[config.mk]
export PLATFORM = sky130hd
export DESIGN_NAME = rsic_top
export DESIGN_NICKNAME = d
export VERILOG_FILES = /design/src/hw/rsic_pkg.sv /design/src/hw/rsic_irq_cond.sv /design/src/hw/rsic_reset_seq.sv /design/src/hw/rsic_top.sv
export SDC_FILE = /design/constraint.sdc
export NUM_CORES = 1
export LEC_CHECK = 0
export ABC_AREA = 1
export BUFFER_PORTS_ARGS = -buffer_cell sky130_fd_sc_hd__buf_2
export CAP_MARGIN = 20
export CORE_MARGIN = 3
export CORE_UTILIZATION = 40
export CTS_CLUSTER_SIZE = 8
export DETAILED_ROUTE_END_ITERATION = 8
export HOLD_SLACK_MARGIN = 0.06
export PLACE_DENSITY = 0.79
export SLEW_MARGIN = 20
export SYNTH_ARGS = -nofsm -noshare
export SYNTH_HDL_FRONTEND = slang
export SYNTH_SLANG_ARGS = --single-unit
[constraint.sdc]
create_clock -name clk -period 1.7 [get_ports clk]
set_input_delay 0.17 -clock clk [delete_from_list [all_inputs] [get_ports clk]]
set_output_delay 0.17 -clock clk [all_outputs]
set_load 0.01 [all_outputs]
[src/hw/rsic_pkg.sv]
// Shared constants and types for the reset and external interrupt conditioner
package rsic_pkg;

    // ****************************************************************
    // Register map (byte addresses on the Wishbone bus)
    // ****************************************************************
    localparam int unsigned ADDR_W    = 8;      // Slave address width
    localparam logic [7:0]  OFS_CTRL  = 8'h00;  // Trigger mode per input
    localparam logic [7:0]  OFS_PUDR  = 8'h04;  // Pull-up disable bits
    localparam logic [7:0]  OFS_STAT  = 8'h08;  // Sticky event flags
    localparam logic [7:0]  OFS_MASK  = 8'h0C;  // Interrupt enables
    localparam logic [7:0]  OFS_STATE = 8'h10;  // Live block state

    // ****************************************************************
    // Field positions and widths
    // ****************************************************************
    localparam int unsigned CTRL_W      = 2;  // One edge-mode bit per input
    localparam int unsigned PUD_W       = 3;
    localparam int unsigned PUD_IRQ     = 0;  // Interrupt pins pull-up off
    localparam int unsigned PUD_RESET   = 1;  // Reset pin pull-up off
    localparam int unsigned PUD_BOOT    = 2;  // Boot select pull-up off
    localparam int unsigned EV_W        = 3;
    localparam int unsigned EV_RSTREL   = 2;  // Bits 0/1 are inputs A/B
    localparam int unsigned ST_W        = 6;
    localparam int unsigned ST_BOOT     = 2;  // Bits 0/1 are pin levels
    localparam int unsigned ST_BOOT_SOURCE_SELECT_IN  = 3;
    localparam int unsigned ST_LOWPWR   = 4;
    localparam int unsigned ST_INTRST   = 5;

    // ****************************************************************
    // Reset values and timing
    // ****************************************************************
    localparam logic [CTRL_W-1:0] CTRL_RST = 2'h0;  // Level mode
    localparam logic [PUD_W-1:0]  PUD_RST  = 3'h0;  // All pull-ups on
    localparam logic [EV_W-1:0]   MASK_RST = 3'h0;
    localparam int unsigned RST_STRETCH_CYC = 16;   // Release delay, cycles

    // Reset sequencer states, one-hot
    typedef enum logic [2:0] {
        RS_HOLD    = 3'h1,
        RS_STRETCH = 3'h2,
        RS_RUN     = 3'h4
    } rsic_rst_e;

endpackage : rsic_pkg

[src/hw/rsic_irq_cond.sv]
// Conditioner for one external interrupt request pin
`timescale 1ns/100ps
module rsic_irq_cond
    import rsic_pkg::*;
(
    input  wire logic clk,
    input  wire logic reset,
    input  wire logic pinN,      // Raw active-low request pin
    input  wire logic edgeMode,  // 1: falling edge, 0: level
    output logic      pinLevel,  // Synchronised pin level
    output logic      reqEvent   // Request seen this cycle
);

    // ****************************************************************
    // Synchroniser and edge history
    // ****************************************************************
    logic sync1_q;  // Metastable stage, read by sync2_q only
    logic sync2_q;  // Safe pin level
    logic prev_q;   // Level one cycle earlier
    logic fallEdge;

    // Two flops then history; idle level is high (pull-up)
    always_ff @(posedge clk)
    begin
        if (reset)
        begin
            sync1_q <= 1'h1;
            sync2_q <= 1'h1;
            prev_q  <= 1'h1;
        end
        else
        begin
            sync1_q <= pinN;
            sync2_q <= sync1_q;
            prev_q  <= sync2_q;
        end
    end

    assign pinLevel = sync2_q;
    assign fallEdge = prev_q & ~sync2_q;
    // Edge mode pulses once; level mode asserts while held low
    assign reqEvent = edgeMode ? fallEdge : ~sync2_q;

    // ****************************************************************
    // Checks
    // ****************************************************************
    property p_level_req;
        @(posedge clk) disable iff (reset)
        (!edgeMode && reqEvent) |-> !$past(pinN, 2);
    endproperty
    a_level_req: assert property (p_level_req)
        else $error("level request without low pin two cycles back");

    property p_edge_req;
        @(posedge clk) disable iff (reset)
        (edgeMode && reqEvent) |-> (!$past(pinN, 2) && $past(pinN, 3));
    endproperty
    a_edge_req: assert property (p_edge_req)
        else $error("edge request without a falling pin");

endmodule : rsic_irq_cond

[src/hw/rsic_reset_seq.sv]
// Reset pin sequencer: hold, stretched release and boot mode capture
`timescale 1ns/100ps
module rsic_reset_seq
    import rsic_pkg::*;
#(
    parameter int unsigned STRETCH = RST_STRETCH_CYC
)
(
    input  wire logic clk,
    input  wire logic reset,
    input  wire logic resetPinN,   // Reset pin, active low
    input  wire logic bootSelIn,   // Boot source select pin
    output logic      intReset,    // Internal reset, active high
    output logic      releaseEvt,  // Pulse one cycle before release
    output logic      bootMode     // Captured boot select level
);

    localparam int unsigned CW = $clog2(STRETCH + 1);
    localparam logic [CW-1:0] LAST = CW'(STRETCH - 1);

    rsic_rst_e       state_q;   // Sequencer state
    logic [CW-1:0]   cnt_q;     // Stretch counter
    logic            pinPrev_q; // Pin level last cycle
    logic            boot_q;    // Latched boot mode
    logic            pinRise;

    // ****************************************************************
    // Release sequencer
    // ****************************************************************
    // Pin low forces hold at every edge; counting starts only once high
    always_ff @(posedge clk)
    begin
        if (reset || !resetPinN)
        begin
            state_q <= RS_HOLD;
            cnt_q   <= '0;
        end
        else
        begin
            case (state_q)
                RS_HOLD:
                    state_q <= RS_STRETCH;
                RS_STRETCH:
                    // Fixed delay, then release on a clock edge
                    if (cnt_q == LAST)
                        state_q <= RS_RUN;
                    else
                        cnt_q <= cnt_q + CW'(1);
                RS_RUN:
                    state_q <= RS_RUN;
                default:
                    state_q <= RS_HOLD;
            endcase
        end
    end

    assign intReset   = (state_q != RS_RUN);
    assign releaseEvt = (state_q == RS_STRETCH) && (cnt_q == LAST);

    // ****************************************************************
    // Boot mode capture
    // ****************************************************************
    assign pinRise = !pinPrev_q && resetPinN;

    // Sampled at the first edge the pin is seen high again
    always_ff @(posedge clk)
    begin
        if (reset)
        begin
            pinPrev_q <= 1'h0;
            boot_q    <= 1'h0;
        end
        else
        begin
            pinPrev_q <= resetPinN;
            if (pinRise)
                boot_q <= bootSelIn;
        end
    end

    assign bootMode = boot_q;

    // ****************************************************************
    // Checks
    // ****************************************************************
    property p_hold;
        @(posedge clk) disable iff (reset)
        !resetPinN |=> intReset ##1 intReset;
    endproperty
    a_hold: assert property (p_hold)
        else $error("internal reset dropped while pin low");

    property p_stretch;
        @(posedge clk) disable iff (reset)
        $fell(intReset) |-> ($past(resetPinN, STRETCH) && $past(resetPinN));
    endproperty
    a_stretch: assert property (p_stretch)
        else $error("internal reset released too early");

    property p_boot;
        @(posedge clk) disable iff (reset)
        pinRise |=> (bootMode == $past(bootSelIn));
    endproperty
    a_boot: assert property (p_boot)
        else $error("boot select not captured at release");

endmodule : rsic_reset_seq

[src/hw/rsic_top.sv]
// Top of the reset and external interrupt conditioner with Wishbone slave
//
// Contract
// - Stop/wait modes accept interrupt pins asynchronously
// - Other modes synchronise interrupt pins first
// - Each interrupt pin: level or falling edge
// - Interrupt pull-up on at reset, disable bit
// - Reset pin low holds device in reset
// - Boot select latched when reset pin released
// - Internal reset released after fixed clock count
// - Reset output follows internal reset state
// - High boot select means external boot unless secured
// - Reset pin pull-up, software disable bit
//
// Decided for this implementation: the register offsets and the Wishbone register port.
`timescale 1ns/100ps
module rsic_top
    import rsic_pkg::*;
#(
    parameter int unsigned STRETCH = RST_STRETCH_CYC
)
(
    input  wire logic              clk,
    input  wire logic              reset,
    // Wishbone classic slave
    input  wire logic [ADDR_W-1:0] adr_i,
    input  wire logic [31:0]       dat_i,
    output logic      [31:0]       dat_o,
    input  wire logic              we_i,
    input  wire logic [3:0]        sel_i,
    input  wire logic              cyc_i,
    input  wire logic              stb_i,
    output logic                   ack_o,
    // Pins and core status
    input  wire logic              ext_irq_a_in,
    input  wire logic              ext_irq_b_in,
    input  wire logic              resetPinN,
    input  wire logic              boot_source_select_in,
    input  wire logic              flashSecured,
    input  wire logic              stopMode,
    input  wire logic              waitMode,
    // Outputs
    output logic                   reset_out,
    output logic                   bootFromExternal,
    output logic                   wakeReq,
    output logic                   irqPullupEn,
    output logic                   resetPullupEn,
    output logic                   bootPullupEn,
    output logic                   irq
);

    // ****************************************************************
    // Declarations
    // ****************************************************************
    logic [CTRL_W-1:0]     ctrl_q;               // Edge mode per input
    logic [PUD_W-1:0]      pullup_disable_reg_q; // Pull-up disable bits
    logic [EV_W-1:0]       status_q;             // Sticky events
    logic [EV_W-1:0]       status_d;
    logic [EV_W-1:0]       mask_q;               // Interrupt enables
    logic                  ack_q;                // Bus answer
    logic [31:0]           rdata_q;              // Registered read data
    logic [31:0]           rdMux;                // Selected read word
    logic [1:0]            pinsN;                // Raw interrupt pins
    logic [1:0]            pinLevel;             // Synchronised levels
    logic [1:0]            reqEvent;             // Request per input
    logic [EV_W-1:0]       events;               // All event sources
    logic [EV_W-1:0]       clrBits;              // Write-one-to-clear
    logic [ST_W-1:0]       stateWord;            // Live state view
    logic                  intReset;
    logic                  releaseEvt;
    logic                  bootMode;
    logic                  lowPower;
    logic                  regReset;
    logic                  busReq;
    logic                  wrTake;
    logic                  selCtrl;
    logic                  selPudr;
    logic                  selStat;
    logic                  selMask;
    logic                  selState;

    // ****************************************************************
    // Reset sequencer
    // ****************************************************************
    rsic_reset_seq #(
        .STRETCH    (STRETCH)
    ) u_rst (
        .clk        (clk),
        .reset      (reset),
        .resetPinN  (resetPinN),
        .bootSelIn  (boot_source_select_in),
        .intReset   (intReset),
        .releaseEvt (releaseEvt),
        .bootMode   (bootMode)
    );

    // Pin low shows at once; the stretched tail comes from the sequencer
    assign reset_out = intReset | ~resetPinN;

    // Control registers return to defaults under either reset
    assign regReset = reset | reset_out;

    // External boot only when the flash is not locked
    assign bootFromExternal = bootMode & ~flashSecured;

    // ****************************************************************
    // Interrupt pin conditioners
    // ****************************************************************
    assign pinsN = {ext_irq_b_in, ext_irq_a_in};

    generate
        for (genvar i = 0; i < 2; i++)
        begin : g_irq
            rsic_irq_cond u_cond (
                .clk      (clk),
                .reset    (reset),
                .pinN     (pinsN[i]),
                .edgeMode (ctrl_q[i]),
                .pinLevel (pinLevel[i]),
                .reqEvent (reqEvent[i])
            );
        end
    endgenerate

    // ****************************************************************
    // Low-power wake path
    // ****************************************************************
    assign lowPower = stopMode | waitMode;

    // Pure gating, no flop: works with the clock stopped.
    // Either trigger mode wakes on a low pin; the clocked path
    // classifies the request once the clock runs again.
    assign wakeReq = lowPower & ~(&pinsN);

    // ****************************************************************
    // Pull-up controls
    // ****************************************************************
    // Disable bits clear under reset, so every pull-up starts on
    assign irqPullupEn   = ~pullup_disable_reg_q[PUD_IRQ];
    assign resetPullupEn = ~pullup_disable_reg_q[PUD_RESET];
    assign bootPullupEn  = ~pullup_disable_reg_q[PUD_BOOT];

    // ****************************************************************
    // Bus decode
    // ****************************************************************
    assign busReq   = cyc_i & stb_i;
    assign selCtrl  = (adr_i == OFS_CTRL);
    assign selPudr  = (adr_i == OFS_PUDR);
    assign selStat  = (adr_i == OFS_STAT);
    assign selMask  = (adr_i == OFS_MASK);
    assign selState = (adr_i == OFS_STATE);

    // Write lands at the edge the master sees ack; lane 0 only
    assign wrTake = busReq & ack_q & we_i & sel_i[0];

    // Unmapped addresses still answer, reading zero
    assign stateWord = {intReset, lowPower, bootFromExternal, bootMode,
                        pinLevel};
    assign rdMux = selCtrl  ? {30'h0, ctrl_q} :
                   selPudr  ? {29'h0, pullup_disable_reg_q} :
                   selStat  ? {29'h0, status_q} :
                   selMask  ? {29'h0, mask_q} :
                   selState ? {26'h0, stateWord} :
                   32'h0;

    // ****************************************************************
    // Bus handshake
    // ****************************************************************
    // One-cycle ack, dropped the cycle after; data held with it
    always_ff @(posedge clk)
    begin
        if (reset)
        begin
            ack_q   <= 1'h0;
            rdata_q <= 32'h0;
        end
        else
        begin
            ack_q   <= busReq & ~ack_q;
            rdata_q <= rdMux;
        end
    end

    assign ack_o = ack_q;
    assign dat_o = rdata_q;

    // ****************************************************************
    // Control registers
    // ****************************************************************
    // Mode, pull-up and mask bits; all cleared by device reset
    always_ff @(posedge clk)
    begin
        if (regReset)
        begin
            ctrl_q               <= CTRL_RST;
            pullup_disable_reg_q <= PUD_RST;
            mask_q               <= MASK_RST;
        end
        else if (wrTake)
        begin
            if (selCtrl)
                ctrl_q <= dat_i[CTRL_W-1:0];
            else if (selPudr)
                pullup_disable_reg_q <= dat_i[PUD_W-1:0];
            else if (selMask)
                mask_q <= dat_i[EV_W-1:0];
        end
    end

    // ****************************************************************
    // Sticky status
    // ****************************************************************
    // Requests reach here only through the synchronisers
    assign events  = {releaseEvt, reqEvent};
    assign clrBits = (wrTake && selStat) ? dat_i[EV_W-1:0] : 3'h0;

    // Set beats clear, so a request in the clearing cycle survives.
    // Only the bus reset clears it, else the release flag is lost.
    assign status_d = (status_q & ~clrBits) | events;

    always_ff @(posedge clk)
    begin
        if (reset)
            status_q <= 3'h0;
        else
            status_q <= status_d;
    end

    // Level output while any enabled flag stands
    assign irq = |(status_q & mask_q);

    // ****************************************************************
    // Checks
    // ****************************************************************
    property p_wake;
        @(posedge clk) disable iff (reset)
        (lowPower && (!ext_irq_a_in || !ext_irq_b_in)) |-> wakeReq;
    endproperty
    a_wake: assert property (p_wake)
        else $error("low pin in low power mode gave no wake");

    property p_nowake;
        @(posedge clk) disable iff (reset)
        !lowPower |-> !wakeReq;
    endproperty
    a_nowake: assert property (p_nowake)
        else $error("async wake outside low power mode");

    property p_pullup;
        @(posedge clk) disable iff (reset)
        !resetPinN |=> (irqPullupEn && resetPullupEn && bootPullupEn);
    endproperty
    a_pullup: assert property (p_pullup)
        else $error("pull-up off after reset");

    // Two cycles is the floor: a stretch of one still holds the hold edge and one count
    property p_rstout;
        @(posedge clk) disable iff (reset)
        $rose(resetPinN) |-> reset_out [*2];
    endproperty
    a_rstout: assert property (p_rstout)
        else $error("reset output dropped too soon");

    property p_boot_source_select_in;
        @(posedge clk) disable iff (reset)
        (bootMode && !flashSecured) |-> bootFromExternal;
    endproperty
    a_boot_source_select_in: assert property (p_boot_source_select_in)
        else $error("external boot not selected");

    property p_setwins;
        @(posedge clk) disable iff (reset)
        (reqEvent[0] && wrTake && selStat && dat_i[0]) |=> status_q[0];
    endproperty
    a_setwins: assert property (p_setwins)
        else $error("event lost in clearing cycle");

    property p_ack;
        @(posedge clk) disable iff (reset)
        (busReq && !ack_q) |=> ack_o ##1 !ack_o;
    endproperty
    a_ack: assert property (p_ack)
        else $error("ack not a single cycle pulse");

endmodule : rsic_top

==> impl_results.md, run 1 <==
- Dpl hpwl: about 2800 um
- Flops & latches, synth: 34
- Post-Route WL: around 3400 um
- DIE HEIGHT: slightly above 70 um
- Hold WS: 78.5 ps
- Leakage power: about 0.93 nW
- DRC errors left: 0
- Worst-Skew Late Latency: between 200 and 300 ps
- Share of the synthesized area in the top cell type: 38.9%
- Worst endpoint required time: 1940 ps
- Startpoint types: flop
- Worst r2r src: u_rst.cnt_q[0]
- Crit-path max FO: 7
- Clk sinks: 34
- Routed length on met3: 266 um
- Top-Level Pins: between 90 and 100
- Fin cells: about 340
- 1st-pass router iterations: 4
- Biggest area consumer among synthesized cells: dfxtp_1
- Slowest stage delay, CP: ~330 ps
- Skew final: 4.16 ps
- Slowest CP cell: dfxtp_1
- Share of layout cells above drive strength 1: a little under a quarter
- Initial antenna violation count: 0
- Peak Freq: just under 0.7 GHz
- Clock-pin slew on the worst setup and hold paths: ~70 ps
- CP Class: flop to flop
- P&R area growth vs syn: 14.1%
- Clock Path Buffers: 2
- Largest net degree at the start of global routing: 12
- Vias per cell: between 4 and 5
- Post-synthesis sequential area ratio: between 30% and 40%
- Routability cong.: around 0.87
- Vias: roughly 1500
- WHS Endpoint: g_irq[0].u_cond.sync1_q
- CTS tree: yes
- Crit path DAT: around 1700 ps
- Reg2reg end: u_rst.cnt_q[2]
- R2r setup slk: around 230 ps
- Top Layer Used: met4
- Core area: roughly 0.004 mm^2
- # port buffers: 37
- Buf/Inv on CP: 3
- # hold bufs at CTS: 1
- RSZ-0062 raised after global routing: false
- Top post-synthesis cells by count: nor2_1 (41), dfxtp_1 (34), nand2_1 (34)
- H-tree depth: 2
- Initial DRC Count: 60
- Synthesized area: 0.00175 mm^2
- Vias in the first global route: 1333
- Worst VDD drop: ~0.52 mV
- First-pass GRT wire length: 5550 um
- Antenna Nets Post-Route: 0
- Setup bufs post-CTS: 0
- Hold Path Depth: 2
- Diodes inserted: 0
- Yosys warning total: 0
- Wl on met1: between 1000 and 1500 um
- Synthesized netlist cell count: about 250
- Post-synth EDFFs: 0
- Top FF cell, synth: dfxtp_1
- Max Slew Vio Count: 0
- Syn avg cell area: 7.06 um^2
- WL met2: roughly 1600 um
- Final Hold Viols: 0
- Most common cell in the synthesized netlist: nor2_1
- Final min period: 1470 ps
- Pwr per Cell Area: 790 mW/mm^2
- Max-Cap Viols: 0
- Die area: 0.00521 mm^2
- Worst setup EP type: flop
- Nets@finish: approximately 350
- Clk root buf: clkbuf_8
- Total congestion overflow: 0
- CTS resizes: 0
- Fillers: 438
- Outcome: completed
- Finish-stage setup viols: 0
- Cell variety after synth: 21
- WL/cell: 9.86 um
- Initial core utilization: between 40% and 50%
- Critical Path, Cell by Cell: ha_1 -> inv_1 -> nor3_1 -> ha_1 -> nor2_4 -> inv_2 -> o21ai_0 -> nand3_1 -> inv_1
- Dpl cells: between 300 and 400
- Final TNS setup: 0 ps
- Hold Path Class: input port to flop
- CP top delay family: adder cells
- Reg2Reg Depth: 9
- Num CTS Buffers: 5
- Die Span X: about 72 um
- GRT Total Usage: between 10% and 20%
- FFs w/ async S/R, synth: 0%
- Period Utilization, post-route: between 80 and 90%
- Std cell rows: 23
- Top post-synthesis cells by area: dfxtp_1 (39%), buf_4 (11%), nor2_1 (8.8%)
- Hold path start: ext_irq_a_in
-- placed cells by master (no fill, tap or decap) --
cell and n:
nor2_1 41, nor2_4 5, inv_1 32, clkinv_1 1, dlygate4sd3_1 1, o21ai_1 1, nand3_2 2, nand3_1 27
inv_2 3, a21oi_1 8, clkbuf_8 6, conb_1 26, clkinvlp_4 1, nor3_1 4, nand2_2 3, nand2_1 34
xor2_1 1, or2_2 6, ha_1 2, dfxtp_1 34, o21ai_0 13, buf_2 37, nor2_2 3, clkinv_2 1
-- final cells by class --
| class | count | area [um^2] | area share, % |
|---|---|---|---|
| clock buffers | 6 | 82.6 | 4.13 |
| multi-input cells | 176 | 830 | 41.5 |
| well taps | 50 | 62.6 | 3.13 |
| repair buffers | 38 | 195 | 9.77 |
| clock inverters | 2 | 12.5 | 0.626 |
| flip-flops and latches | 34 | 681 | 34.1 |
| inverters | 36 | 135 | 6.76 |
-- logic make-up (layout without fill, tap and decap cells) --
family                   count (synthesis)  in the layout  synth area share (%)
AO/OA/AOI/OAI                           22             22                  6.29
other                                    1             26                 0.214
adder cells (fa/ha/maj)                  2              2                  1.43
flip-flops                              34             34                  38.9
AND/OR/NAND/NOR                        125            125                  33.6
XOR/XNOR                                 1              1                 0.500
buffers and inverters                   63             82                  19.1
-- report_power, final --
part | internal (mW) | switching (mW) | leakage [nW] | total [mW]
Combinational | 0.0455 | 0.0928 | 0.602 | 0.138
Clock | 0.325 | 0.293 | 0.0472 | 0.618
Sequential | 0.813 | 0.00860 | 0.276 | 0.822
-- per-layer routing --
metal,up-vias,track usage [%]
li1,797,-
met1,664,16.1
met2,47,22.8
met3,5,4.85
met4,0,5.64
met5,-,0
-- registers in the layout, summed over array words and instances (netlist names) --
| register | count |
|---|---|
| u_rst.pinPrev_q | 1 |
| dat_o | 6 |
| ack_o | 1 |
| status_q | 3 |
| u_rst.bootMode | 1 |
| ctrl_q | 2 |
| g_irq.u_cond.pinLevel | 2 |
| g_irq.u_cond.prev_q | 2 |
| mask_q | 3 |
| u_rst.state_q | 3 |
| u_rst.cnt_q | 5 |
| pullup_disable_reg_q | 3 |
| g_irq.u_cond.sync1_q | 2 |
-- worst reg2reg max path, cell delays in order (launching register included) --
cell and delay (ps):
dfxtp_1 330, ha_1 210, inv_1 70, nor3_1 50
ha_1 210, nor2_4 190, inv_2 90, o21ai_0 150
nand3_1 80, inv_1 50
-- worst max-delay path by stage --
stage | cells after the start | from | to | slack, ps
after floorplan | 9 | u_rst.cnt_q[0] | u_rst.cnt_q[2] | 350
after global placement | 9 | u_rst.cnt_q[0] | u_rst.cnt_q[2] | 250
after detailed placement | 9 | u_rst.cnt_q[0] | u_rst.cnt_q[2] | 240
after CTS | 9 | u_rst.cnt_q[0] | u_rst.cnt_q[2] | 220
after global routing | 9 | u_rst.cnt_q[0] | u_rst.cnt_q[2] | 60
final | 9 | u_rst.cnt_q[0] | u_rst.cnt_q[2] | 230
-- per-stage QoR --
step	util, %	cell area [um^2]	setup slack [ps]	power (mW)
finish	48.6	2000	227	1.58
global route	48.6	2000	64.4	1.65
CTS	48.6	2000	223	1.60
detailed placement	46.0	1890	243	0.977
global placement	46.0	1890	254	0.974
floorplan	-	1850	353	0.969
(Power assumes the default switching activity.)
==> run 2: changes to the inputs <==
PLACE_DENSITY = 0.82   (was 0.79)
clock period = 1.2 ns   (was 1.7 ns; I/O delays follow)
==> run 2 against run 1 <==
Net effect:
- the flow now finishes with violations (setup timing)
- sequential share of layout area shrank 2.2 points
- clock skew rose by 2.9 ps
- clock-buffer cell count down 1
- utilization up 3.7 points
- via count is 5.8% higher
- sequential power rose by 42%
- worst hold slack better by 4.4 ps
- power increased by 53%
- critical path type unchanged
- critical endpoint unchanged
==> impl_results.md, run 2 (synthesis results as in run 1) <==
- Outcome: finished with violations (was completed)
- Violated checks: setup timing
- DRC errors left: 0 (unchanged)
- Multi-input combinational cell area: 872 um^2 (was 830 um^2)
- Worst-Skew Late Latency: 290 ps (about the same)
- Buf/Inv on CP: 3 (unchanged)
- Die area: 0.00521 mm^2 (unchanged)
- Initial DRC Count: 107 (was 60)
- # port buffers: 37 (unchanged)
- Vias: 1600 (was 1513)
- Worst setup EP type: flop (unchanged)
- Total congestion overflow: 0 (unchanged)
- Dpl hpwl: 2850 um (was 2770 um)
- GRT Total Usage: 14.2% (was 13.7%)
- Vias in the first global route: 1423 (was 1333)
- Commonest non-fill, non-tap cell in the layout: nor2_1 (unchanged)
- DIE HEIGHT: 72.2 um (unchanged)
- Period Utilization, post-route: 109% (was 86.6%)
- Startpoint types: flop (unchanged)
- Leakage power: 0.983 nW (was 0.926 nW)
- Slowest stage delay, CP: 340 ps (was 330 ps)
- Nets@finish: 360 (was 349)
- Routability cong.: 0.818 (was 0.869)
- Crit-path max FO: 6 (was 7)
- Final min period: 1300 ps (was 1470 ps)
- Max reg flops: 6 (unchanged)
- Antenna Nets Post-Route: 0 (unchanged)
- Share of layout cells above drive strength 1: 30.0% (was 22.9%)
- Die Span X: 72.2 um (unchanged)
- Clock Path Buffers: 2 (unchanged)
- Largest net degree at the start of global routing: 12 (unchanged)
- Post-Route WL: 3610 um (was 3370 um)
- Clk sinks: 34 (unchanged)
- Fillers: 411 (was 438)
- Core area: 0.00412 mm^2 (unchanged)
- CP top delay family: flip-flops (was adder cells)
- P&R area growth vs syn: 22.8% (was 14.1%)
- Layout Utilization: 52.3% (was 48.6%)
- First-pass GRT wire length: 5820 um (was 5550 um)
- WL/cell: 10.2 um (was 9.86 um)
- Clock-pin slew on the worst setup and hold paths: 70 ps (about the same)
- Top-Level Pins: 96 (unchanged)
- Worst endpoint required time: 1440 ps (was 1940 ps)
- Clk root buf: clkbuf_8 (unchanged)
- Worst setup slack after placement: -130 ps (was 243 ps)
- Diodes inserted: 0 (unchanged)
- Commonest cells after routing, fill and taps aside: nor2_1 (41), buf_2 (36), nand2_1 (34), dfxtp_1 (31), inv_1 (27) (was nor2_1 (41), buf_2 (37), nand2_1 (34), dfxtp_1 (34), inv_1 (32))
- Vias per cell: 4.53 (was 4.42)
- Num CTS Buffers: 5 (unchanged)
- Max Slew Vio Count: 0 (unchanged)
- Pwr per Cell Area: 1120 mW/mm^2 (was 790 mW/mm^2)
- CTS tree: yes (unchanged)
- Hold Path Class: input port to flop (unchanged)
- RSZ-0062 raised after global routing: true (was false)
- Skew final: 7.09 ps (was 4.16 ps)
- Std cell rows: 23 (unchanged)
- Finish-stage setup viols: 5 (was 0)
- Final Hold Viols: 0 (unchanged)
- Peak Freq: 0.766 GHz (was 0.679 GHz)
- CP Class: flop to flop (unchanged)
- Max-Cap Viols: 0 (unchanged)
- Initial antenna violation count: 0 (unchanged)
- Slowest CP cell: dfxtp_2 (was dfxtp_1)
- Reg area: 684 um^2 (was 681 um^2)
- 1st-pass router iterations: 4 (unchanged)
- H-tree depth: 2 (unchanged)
- Initial core utilization: 42.6% (unchanged)
- Worst setup margin: -105 ps (was 227 ps)
- Worst VDD drop: 0.884 mV (was 0.517 mV)
- Critical Path, Cell by Cell: ha_4 -> inv_2 -> nor3_2 -> ha_2 -> nor2_4 -> inv_4 -> o21ai_1 -> nand3_1 -> inv_1 (was ha_1 -> inv_1 -> nor3_1 -> ha_1 -> nor2_4 -> inv_2 -> o21ai_0 -> nand3_1 -> inv_1)
- Crit path DAT: 1540 ps (was 1710 ps)
run 2: final timing paths:
kind                                         startpoint                  endpoint  slack, ps  cells past startpoint
worst max-delay path                     u_rst.cnt_q[1]            u_rst.cnt_q[2]       -100                      9
worst min-delay path                           stopMode                  dat_o[4]         80                      3
worst max register to register           u_rst.cnt_q[1]            u_rst.cnt_q[2]       -100                      9
worst min register to register  g_irq[0].u_cond.sync1_q  g_irq[0].u_cond.pinLevel        410                      1
run 2: metrics by stage:
step                      power, mW  TNS [ps]  instances  hold slack, ps  area, um^2
after global placement         1.39      -298        339             298        1960
after CTS                      2.43      -487        352            64.9        2120
after global routing           2.51      -834        353            96.3        2150
final                          2.41      -358        353            83.0        2150
after detailed placement       1.40      -411        339             303        1960
after floorplan                1.37     -62.7        273             197        1870
run 2: timing repair:
item,CTS,global route
setup endpoints to repair,7,11
pin swaps,7,5
resized for setup,2,11
hold buffers,3,0
setup buffers,2,2
endpoints found under the hold margin,3,0
run 2: report_power, final:
part | total, mW | switching [mW] | internal, mW
sequential | 1.17 | 0.0131 | 1.15
combinational | 0.221 | 0.143 | 0.0775
clock | 1.02 | 0.410 | 0.611
total | 2.41 | 0.566 | 1.84
run 2: layout make-up:
| type | count | area share (%) |
|---|---|---|
| multi-input combinational | 176 | 40.5 |
| sequential | 34 | 31.8 |
| inverter | 36 | 6.40 |
| clock inverter | 3 | 1.86 |
| timing repair buffer | 49 | 13.3 |
| clock buffer | 5 | 3.20 |
| tap | 50 | 2.91 |
run 2: layer usage:
| metal | part of all wire [%] | vias up | track usage [%] |
|---|---|---|---|
| met4 | 1.0 | 0 | 6.89 |
| met5 | 0 | - | 0 |
| met2 | 51 | 56 | 24.9 |
| met1 | 40 | 713 | 15.8 |
| li1 | - | 826 | - |
| met3 | 7.5 | 5 | 3.60 |
run 2: worst reg2reg max path, delay by kind of cell, from the launching register on:
| family | cells | cell delay [ps] |
|---|---|---|
| fa+ha+maj | 2 | 340 |
| compound gates | 1 | 130 |
| simple gates | 3 | 270 |
| flops | 1 | 340 |
| buf+inv | 3 | 180 |
==> run 3: changes to the inputs <==
MAX_ROUTING_LAYER = met4   (was unset)
REMOVE_ABC_BUFFERS = 1   (was unset)
==> run 3 against run 2 <==
Net effect:
- the flow still finishes with violations (setup timing)
- final cell count increased by 0.28%
- clock skew rose by 0.70 ps
- critical path depth fell by 1
- global-route usage increased by 0.73 points
- power up 0.28%
- cell area is 1.1% higher
- sequential cell count unchanged
- first-iteration DRC count decreased by 43%
- worst hold slack lost 14 ps
- wire length is 3.9% higher
- critical path type unchanged
- largest power group unchanged
==> impl_results.md, run 3 (synthesis results as in run 1) <==
- Largest net degree at the start of global routing: 11 (was 12)
- WL/cell: 10.6 um (was 10.2 um)
- Core area: 0.00412 mm^2 (unchanged)
- Slowest CP cell: dfxtp_2 (unchanged)
- Routability cong.: 0.889 (was 0.818)
- Die area: 0.00521 mm^2 (unchanged)
- Clock Power Share: 42.5% (was 42.4%)
- Clk sinks: 34 (unchanged)
- Crit path DAT: 1530 ps (was 1540 ps)
- Initial core utilization: 42.6% (unchanged)
- Initial antenna violation count: 0 (unchanged)
- DIE HEIGHT: 72.2 um (unchanged)
- Slowest stage delay, CP: 340 ps (about the same)
- Leakage power: 0.987 nW (was 0.983 nW)
- Vias in the first global route: 1403 (was 1423)
- Post-Route WL: 3750 um (was 3610 um)
- Max-Cap Viols: 0 (unchanged)
- Dpl cells: 338 (was 339)
- Clock Path Buffers: 2 (unchanged)
- Vias per cell: 4.46 (was 4.53)
- Startpoint types: flop (unchanged)
- Gate power share: 9.2% (about the same)
- Num CTS Buffers: 5 (unchanged)
- Std cell rows: 23 (unchanged)
- Outcome: finished with violations (unchanged)
- Total congestion overflow: 0 (unchanged)
- Worst setup EP type: flop (unchanged)
- CTS tree: yes (unchanged)
- Initial DRC Count: 61 (was 107)
- P&R area growth vs syn: 24.1% (was 22.8%)
- Finish-stage setup viols: 7 (was 5)
- Final Hold Viols: 0 (unchanged)
- Worst-Skew Late Latency: 290 ps (about the same)
- Final min period: 1350 ps (was 1300 ps)
- 1st-pass router iterations: 4 (unchanged)
- First-pass GRT wire length: 5820 um (unchanged)
- H-tree depth: 2 (unchanged)
- P_int: 1.85 mW (was 1.84 mW)
- Dpl hpwl: 2850 um (about the same)
- Peak Freq: 0.740 GHz (was 0.766 GHz)
- Psw: 561 uW (was 566 uW)
- Skew final: 7.79 ps (was 7.09 ps)
- Layout Utilization: 52.8% (was 52.3%)
- DRC errors left: 0 (unchanged)
- Commonest non-fill, non-tap cell in the layout: nor2_1 (unchanged)
- Crit-path max FO: 6 (unchanged)
- Hold WS: 68.8 ps (was 83.0 ps)
- Die Span X: 72.2 um (unchanged)
- Clock-pin slew on the worst setup and hold paths: 70 ps (about the same)
- # port buffers: 37 (unchanged)
- Clk root buf: clkbuf_8 (unchanged)
- Worst endpoint required time: 1380 ps (was 1440 ps)
- Diodes inserted: 0 (unchanged)
- Worst VDD drop: 0.732 mV (was 0.884 mV)
- RSZ-0062 raised after global routing: true (unchanged)
- Antenna Nets Post-Route: 0 (unchanged)
- Sw Share: 23.2% (was 23.5%)
- Critical Path, Cell by Cell: ha_4 -> inv_2 -> nor3_2 -> ha_2 -> nor2_4 -> inv_4 -> o21ai_2 -> a21oi_2 (was ha_4 -> inv_2 -> nor3_2 -> ha_2 -> nor2_4 -> inv_4 -> o21ai_1 -> nand3_1 -> inv_1)
- Fin cells: 354 (was 353)
- Pwr per Cell Area: 1110 mW/mm^2 (was 1120 mW/mm^2)
- Max Slew Vio Count: 0 (unchanged)
- Final TNS setup: -651 ps (was -358 ps)
- Violated checks: setup timing (unchanged)
- Commonest cells after routing, fill and taps aside: nor2_1 (40), buf_2 (37), nand2_1 (34), dfxtp_1 (31), inv_1 (29) (was nor2_1 (41), buf_2 (36), nand2_1 (34), dfxtp_1 (31), inv_1 (27))
- Worst setup margin: -152 ps (was -105 ps)
- Nets@finish: 361 (was 360)
- Hold Path Class: input port to flop (unchanged)
- Share of layout cells above drive strength 1: 29.9% (was 30.0%)
- CP Class: flop to flop (unchanged)
- Vias: 1579 (was 1600)
- Reg power frac: 48.3% (was 48.4%)
- Max reg flops: 6 (unchanged)
- GRT Total Usage: 14.9% (was 14.2%)
- Power, Total: 2.41 mW (about the same)
- Top-Level Pins: 96 (unchanged)
- Period Utilization, post-route: 113% (was 109%)
## run 3: per-stage QoR
| step | area [um^2] | setup WS [ps] |
|---|---|---|
| 2_1_floorplan | 1650 | -147 |
| 3_3_place_gp | 1930 | -192 |
| 3_5_place_dp | 1930 | -261 |
| 4_1_cts | 2150 | -130 |
| 5_1_grt | 2170 | -208 |
| 6_report | 2170 | -152 |
## run 3: timing repair
item                                   4_1_cts  5_1_grt
setup endpoints to repair                    9       15
setup buffers                                3        1
endpoints found under the hold margin        4        0
pin swaps                                    5        1
gates cloned                                 0        0
resized for setup                           16       10
hold buffers                                 4        0
## run 3: area by class of cell
class                           count  area, um^2
Sequential cell                    34         684
Clock buffer                        7        76.3
Fill cell                         406        1940
Multi-Input combinational cell    176         887
Clock inverter                      1        30.0
Inverter                           36         138
Tap cell                           50        62.6
Timing Repair Buffer               50         297
## run 3: final timing paths
| check | slack (ps) | startpoint | endpoint | cells after the start |
|---|---|---|---|---|
| min | 70 | waitMode | dat_o[4] | 3 |
| min reg2reg | 410 | g_irq[1].u_cond.sync1_q | g_irq[1].u_cond.pinLevel | 1 |
| max | -150 | u_rst.cnt_q[0] | u_rst.cnt_q[0] | 8 |
| max reg2reg | -150 | u_rst.cnt_q[0] | u_rst.cnt_q[0] | 8 |
## run 3: critical path, delay by kind of cell (launching register included)
| kind | cells | cell delay, ps |
|---|---|---|
| DFF | 1 | 340 |
| adders and majority gates | 2 | 360 |
| and+or+nand+nor | 2 | 210 |
| AOI/OAI and AO/OA | 2 | 200 |
| buffers and inverters | 2 | 140 |
## run 3: power by group through the flow
stage / sequential (mW) / clock, mW / combinational, mW
finish: 1.17 / 1.03 / 0.223
global route: 1.17 / 1.10 / 0.250
CTS: 1.16 / 1.04 / 0.217
detailed placement: 1.19 / 0 / 0.201
global placement: 1.19 / 0 / 0.197
floorplan: 1.19 / 0 / 0.119
## run 3: metal layers
layer  up-vias  global-route usage, %  wire, um  share of wire, %
met5         -                      -         0                 0
met4         0                   7.31        63               1.7
met3        10                   3.60       252               6.7
met2        48                   25.3      1890                50
met1       694                   16.2      1550                41
li1        827                      -         -                 -
